$ cat config.mk
export PLATFORM = sky130hd
export DESIGN_NAME = power_fail_pushbutton_reset
export DESIGN_NICKNAME = d
export VERILOG_FILES = /design/src/logic/pfr_pkg.sv /design/src/logic/interval_timer.sv /design/src/logic/power_fail_pushbutton_reset.sv
export VERILOG_INCLUDE_DIRS = /design/src /design/src/logic
export SDC_FILE = /design/constraint.sdc
export NUM_CORES = 1
export LEC_CHECK = 0
export ABC_AREA = 0
export ABC_CLOCK_PERIOD_IN_PS = 4300
export BUFFER_PORTS_ARGS = -buffer_cell sky130_fd_sc_hd__buf_2
export CORE_MARGIN = 4
export CORE_UTILIZATION = 52
export DETAILED_ROUTE_END_ITERATION = 6
export PLACE_DENSITY_LB_ADDON = 0.3
export SYNTH_ARGS = -nofsm -noshare
export SYNTH_HDL_FRONTEND = slang
export SYNTH_SLANG_ARGS = --single-unit
export TNS_END_PERCENT = 100
$ cat constraint.sdc
create_clock -name clk -period 4.3 [get_ports clk]
set_clock_uncertainty 0.05 [all_clocks]
set_input_delay 1.075 -clock clk [delete_from_list [all_inputs] [get_ports clk]]
set_output_delay 1.075 -clock clk [all_outputs]
set_load 0.05 [all_outputs]
$ cat src/logic/pfr_cfg.svh
`ifndef PFR_CFG_SVH
`define PFR_CFG_SVH

// System clock rate
`define PFR_CLK_HZ          200000000
// Internal oscillator rate
`define PFR_OSC_HZ          32768
// System clocks per oscillator tick, rounded to nearest
`define PFR_OSC_DIV         ((`PFR_CLK_HZ + (`PFR_OSC_HZ / 2)) / `PFR_OSC_HZ)

// Power-up recovery delay, typical and longest, in ms
`define PFR_REC_MS          250
`define PFR_REC_MAX_MS      300
// Pushbutton debounce time in ms
`define PFR_DEBOUNCE_MS     250
// Reset active time after a press in ms
`define PFR_ACTIVE_MS       250

// Oscillator ticks for each interval
`define PFR_REC_TICKS       ((`PFR_REC_MS * `PFR_OSC_HZ) / 1000)
`define PFR_DEBOUNCE_TICKS  ((`PFR_DEBOUNCE_MS * `PFR_OSC_HZ) / 1000)
`define PFR_ACTIVE_TICKS    ((`PFR_ACTIVE_MS * `PFR_OSC_HZ) / 1000)

// Counter width for all timers
`define PFR_CNT_W           16

// Reset value of the pin drive (driving low)
`define PFR_DRIVE_RST       1'b1

`endif

$ cat src/logic/pfr_pkg.sv
package pfr_pkg;

  typedef enum logic [2:0] {
    ST_PWR_FAIL,
    ST_RECOVERY,
    ST_IDLE,
    ST_DEBOUNCE,
    ST_PB_ACTIVE,
    ST_PB_RELEASE
  } reset_state_e;

  typedef struct packed {
    logic out_val;
    logic oe;
  } pin_drive_s;

endpackage

$ cat src/logic/interval_timer.sv
`timescale 1ns/1ps
module interval_timer #(
  parameter int W = 16
) (
  // Clock and reset
  input  wire logic         clk,
  input  wire logic         rst,
  // Control
  input  wire logic         load,
  input  wire logic [W-1:0] load_val,
  input  wire logic         tick,
  // Status
  output logic              expired
);

  logic [W-1:0] count_r;
  logic [W-1:0] count_nxt;

  always_comb begin
    count_nxt = count_r;
    if (load) begin
      count_nxt = load_val;
    end else if (tick && (count_r != '0)) begin
      count_nxt = count_r - W'(1);
    end
  end

  always_ff @(posedge clk) begin
    if (rst) begin
      count_r <= '0;
    end else begin
      count_r <= count_nxt;
    end
  end

  assign expired = (count_r == '0);

endmodule

$ cat src/logic/power_fail_pushbutton_reset.sv
// Functional notes
// - Drive reset pin low while supply is below the power-fail threshold.
// - After supply returns, hold pin low for recovery delay, then release it.
// - oscillator_disable_n high: skip recovery delay and release the pin at once.
// - Pin level gates nothing else; tick divider and interval counter unaffected.
// - Pin is also an input; debounce a pushbutton low and then drive reset.
`timescale 1ns/1ps
`include "pfr_cfg.svh"
module power_fail_pushbutton_reset
  import pfr_pkg::*;
#(
  parameter int OSC_DIV        = `PFR_OSC_DIV,
  parameter int REC_TICKS      = `PFR_REC_TICKS,
  parameter int DEBOUNCE_TICKS = `PFR_DEBOUNCE_TICKS,
  parameter int ACTIVE_TICKS   = `PFR_ACTIVE_TICKS,
  parameter int CNT_W          = `PFR_CNT_W
) (
  // Clock and reset
  input  wire logic  clk,
  input  wire logic  rst,
  // Supply monitor and oscillator control
  input  wire logic  power_fail,
  input  wire logic  oscillator_disable_n,
  // Reset pin, open drain, active low
  input  wire logic  rst_pin_n_in,
  output pin_drive_s rst_pin_n_drv,
  // Status
  output logic       osc_tick,
  output logic       press_seen
);

  reset_state_e     state_r;
  reset_state_e     state_nxt;
  logic             drive_r;
  logic             drive_nxt;
  logic             press_r;
  logic             press_nxt;
  logic             load;
  logic [CNT_W-1:0] load_val;
  logic             expired;
  logic             div_expired;

  // Oscillator tick divider
  interval_timer #(.W(CNT_W)) u_div (
    .clk      (clk),
    .rst      (rst),
    .load     (div_expired),
    .load_val (CNT_W'(OSC_DIV - 1)),
    .tick     (1'b1),
    .expired  (div_expired)
  );

  assign osc_tick = div_expired;

  // Interval counter on oscillator ticks
  interval_timer #(.W(CNT_W)) u_interval (
    .clk      (clk),
    .rst      (rst),
    .load     (load),
    .load_val (load_val),
    .tick     (osc_tick),
    .expired  (expired)
  );

  always_comb begin
    state_nxt = state_r;
    load      = 1'b0;
    load_val  = '0;
    press_nxt = 1'b0;
    if (power_fail) begin
      state_nxt = ST_PWR_FAIL;
    end else begin
      unique case (state_r)
        ST_PWR_FAIL: begin
          if (oscillator_disable_n) begin
            state_nxt = ST_IDLE;
          end else begin
            state_nxt = ST_RECOVERY;
            load      = 1'b1;
            load_val  = CNT_W'(REC_TICKS);
          end
        end
        ST_RECOVERY: begin
          if (oscillator_disable_n || expired) begin
            state_nxt = ST_IDLE;
          end
        end
        ST_IDLE: begin
          if (!rst_pin_n_in) begin
            state_nxt = ST_DEBOUNCE;
            load      = 1'b1;
            load_val  = CNT_W'(DEBOUNCE_TICKS);
          end
        end
        ST_DEBOUNCE: begin
          if (rst_pin_n_in) begin
            state_nxt = ST_IDLE;
          end else if (expired) begin
            state_nxt = ST_PB_ACTIVE;
            press_nxt = 1'b1;
            load      = 1'b1;
            load_val  = CNT_W'(ACTIVE_TICKS);
          end
        end
        ST_PB_ACTIVE: begin
          if (expired) begin
            state_nxt = ST_PB_RELEASE;
          end
        end
        ST_PB_RELEASE: begin
          if (rst_pin_n_in) begin
            state_nxt = ST_IDLE;
          end
        end
        default: begin
          state_nxt = ST_PWR_FAIL;
        end
      endcase
    end
    // Pin drive follows the state only; nothing else sees it
    drive_nxt = (state_nxt == ST_PWR_FAIL) || (state_nxt == ST_RECOVERY)
                || (state_nxt == ST_PB_ACTIVE);
  end

  always_ff @(posedge clk) begin
    if (rst) begin
      state_r <= ST_PWR_FAIL;
      drive_r <= `PFR_DRIVE_RST;
      press_r <= 1'b0;
    end else begin
      state_r <= state_nxt;
      drive_r <= drive_nxt;
      press_r <= press_nxt;
    end
  end

  assign rst_pin_n_drv.out_val = 1'b0;
  assign rst_pin_n_drv.oe      = drive_r;
  assign press_seen            = press_r;

endmodule

==> impl_metrics.csv <==
group,metric,value,unit
setup_path,timing.rr.end,"u_interval.count_r[12]$_SDFFE_PP0P_",
clocking,hold_buffers,0,
floorplanning,die_h,68.0,um
clocking,path_clk_slew,0.11,ns
clocking,postCtsSetupRepairBufs,0,
setup_path,crit_end,"osc_tick",
pwr,p_comb_share,51.0,%
timing,finalSetupViolations,0,
setup_path,worst_path_largest_cell_delay,0.75,ns
place,pre_cts_slack,1.02,ns
setup_path,worstSetupPathType,"register to output port",
detailed_routing,drc,0,
pwr,p_per_area,727,nW/um^2
global_route,grt_pass1_vias,1430,
setup_path,worstPathArrival,2.55,ns
pwr,pwr-share-seq,36.4,%
setup_path,cp.required,3.17,ns
setup_path,cp-end-kind,"output port",
yosys,syn_nets,222,
floorplanning,die_w,68.0,um
yosys,yosysTopAreaCell,"dfxtp_1",
run_status,status,"complete, no violations",
clocking,cts_buffer_depth,2,
pwr,p_int,0.782,mW
global_route,grt_pass1_wl,6450,um
cells_and_area,design_area,1980,um^2
place,place_hpwl,2640,um
pwr,p_total,1.44,mW
yosys,mappedNetlistArea,1870,um^2
yosys,synth_edf_count,0,
setup_path,reg2regPathDepth,7,
job,drv_cap,0,
pwr,leakage,0.752,nW
clocking,cts_tree,"built",
yosys,ys_top_cells_by_area,"dfxtp_1 (40%), xor2_1 (7.0%), nor2_1 (5.2%), a21oi_1 (4.8%), or4_1 (4.4%)",
detailed_routing,wirelength,3600,um
clocking,insertion_delay,0.35,ns
hold_path,hold_class,"register to register",
timing,setup-tns-final,0,ns
place,gp_congestion,0.837,
setup_path,cpMaxStageDelayCell,"or4_1",
floorplanning,core_area,3420,um^2
setup_path,crit_chain,"or4_4, or4_1, inv_1, buf_2",
timing,timing.slew.headroom,55.1,%
setup_path,startpoint,"u_div.count_r[11]$_SDFFE_PP0N_",
yosys,synth_top_area_share,39.6,%
timing,fin_ws,0.625,ns
setup_path,critPathMaxFanout,11,
detailed_routing,ant_nets,0,
detailed_routing,wl_per_cell,13.5,um
cells_and_area,antenna_cells,0,
detailed_routing,post_drt_via_cell_ratio,5.77,
clocking,root_buffer,"clkbuf_4",
timing,slew_viol_final,0,
timing,rsz0062_at_grt,"no",
yosys,ys_seq_area_share,39.6,%
yosys,synth_cells,213,
timing,finalCritPeriodShare,85.5,%
setup_path,r2r_setup_slack,1.66,ns
setup_path,startpoint_type,"register",
global_route,grt_max_degree,16,
detailed_routing,drtIter0Drc,119,
pwr,sw_frac_of_total,45.7,%
timing,hold_ws,0.448,ns
place,placed_area,1920,um^2
cells_and_area,nets,228,
yosys,avgSynthCellArea,8.78,um^2
clocking,htree_levels,2,
floorplanning,start_util,54.8,%
clocking,cts_buffers,5,
floorplanning,dieArea,4620,um^2
global_route,grt_overflow_total,0,
pwr,power.switching,0.657,mW
floorplanning,io_pins,9,
timing,timing.fmax,272,MHz
detailed_routing,vias,1534,
yosys,async_flop_share,0,%
global_route,grt_usage,18.3,%
pwr,pwr-share-clk,12.6,%
pwr,ir_drop,0.382,mV
yosys,synth_warnings,0,
floorplanning,rows,21,
place,port_buffers,7,
yosys,synth_top_flop_cell,"dfxtp_1",
cells_and_area,area_delta_synth_final,5.82,%
global_route,antenna_found_initial,0,
detailed_routing,drt-pass1-iter-count,5,
timing,hold_violations,0,
timing,worst_pin_slew,0.673,ns
yosys,yosysUniqueCellTypes,43,
timing,layout_min_cycle_time,3.67,ns
setup_path,worstReg2RegStart,"u_interval.count_r[0]$_SDFFE_PP0P_",
yosys,ys_ff_latch,37,
cells_and_area,fillers,337,
clocking,cts_resized,0,
cells_and_area,drive_above_1_share,12.7,%
clocking,cts.sinks,37,
hold_path,worstHoldStart,"u_div.count_r[0]$_SDFF_PP0_",
-- through the flow --
step           std cells  utilization (%)
2_1_floorplan        213                -
3_3_place_gp         258             56.3
3_5_place_dp         258             56.3
4_1_cts              266             57.9
5_1_grt              266             57.9
6_report             266             57.9
-- layout by cell type (no fill, tap or decap), types with 3 or more instances in the layout --
cell type,count
or3_1,4
ha_1,4
nand3_1,9
inv_1,8
xnor2_1,6
dfxtp_1,37
buf_2,7
xor2_1,15
or2_2,3
nor2_1,26
a21oi_1,18
nand4_1,5
o31ai_1,3
clkbuf_4,5
or4_1,11
nor4_1,7
nand2_1,11
nor3_1,7
-- kinds of logic (layout without fill, tap and decap cells) --
| logic type | after synthesis | count (layout) | share of synthesized area [%] |
|---|---|---|---|
| AOI/OAI and AO/OA | 33 | 33 | 11.8 |
| xor gates and xnor gates | 21 | 21 | 9.83 |
| adders and majority gates | 4 | 4 | 2.68 |
| buffers and inverters | 16 | 23 | 3.75 |
| DFF | 37 | 37 | 39.6 |
| other | 1 | 1 | 0.200 |
| and+or+nand+nor | 101 | 101 | 32.1 |
-- power groups by stage --
stage	Combinational (mW)	Clock, mW	Sequential [mW]
floorplan	0.615	0	0.504
global placement	0.719	0	0.526
detailed placement	0.728	0	0.528
CTS	0.733	0.189	0.522
global route	0.832	0.205	0.538
finish	0.734	0.182	0.524
-- final cells by class --
class / count / area [um^2] / area share, %
Clock inverter: 2 / 15.0 / 0.759
Clock buffer: 6 / 41.3 / 2.09
Timing Repair Buffer: 7 / 35.0 / 1.77
Sequential cell: 37 / 741 / 37.4
Inverter: 8 / 30.0 / 1.52
Tap cell: 46 / 57.6 / 2.91
Multi-Input combinational cell: 160 / 1060 / 53.5
-- worst max-delay path: cells and delay by family, from the launching register on --
kind	cells	cell delay, ns
buffers and inverters	2	0.52
DFF	1	0.36
and+or+nand+nor	2	1.33
-- worst min path at each step --
stage,endpoint,slack [ns],cells after the start
after CTS,u_div.count_r[5]$_SDFFE_PP0N_,0.45,2
after detailed placement,u_div.count_r[0]$_SDFF_PP0_,0.42,1
after global placement,u_div.count_r[0]$_SDFF_PP0_,0.43,1
after global routing,u_div.count_r[0]$_SDFF_PP0_,0.48,1
final,u_div.count_r[0]$_SDFF_PP0_,0.45,1
after floorplan,u_div.count_r[0]$_SDFF_PP0_,0.40,1
-- layer usage --
metal	global-route usage (%)	vias to the layer above	share of wire, %
met5	0	-	0
met4	6.70	0	1.7
met3	3.94	7	4.5
met2	28.4	28	46
met1	24.9	719	48
li1	-	780	-
-- state kept, by name, summed over array words and instances, names as in the netlist --
| register | cells |
|---|---|
| u_div.count_r | 16 |
| state_r | 3 |
| u_interval.count_r | 16 |
| press_seen | 1 |
| drive_r | 1 |
-- cell usage after synthesis, types with 3 or more instances --
cell type	instances
nor2_1	26
xor2_1	15
nor3_1	7
nor4_1	7
or2_2	3
or3_1	4
inv_1	8
ha_1	4
dfxtp_1	37
clkbuf_1	4
o31ai_1	3
a21oi_1	18
xnor2_1	6
or4_1	11
nand3_1	9
nand2_1	11
nand4_1	5
(Power assumes the default switching activity.)
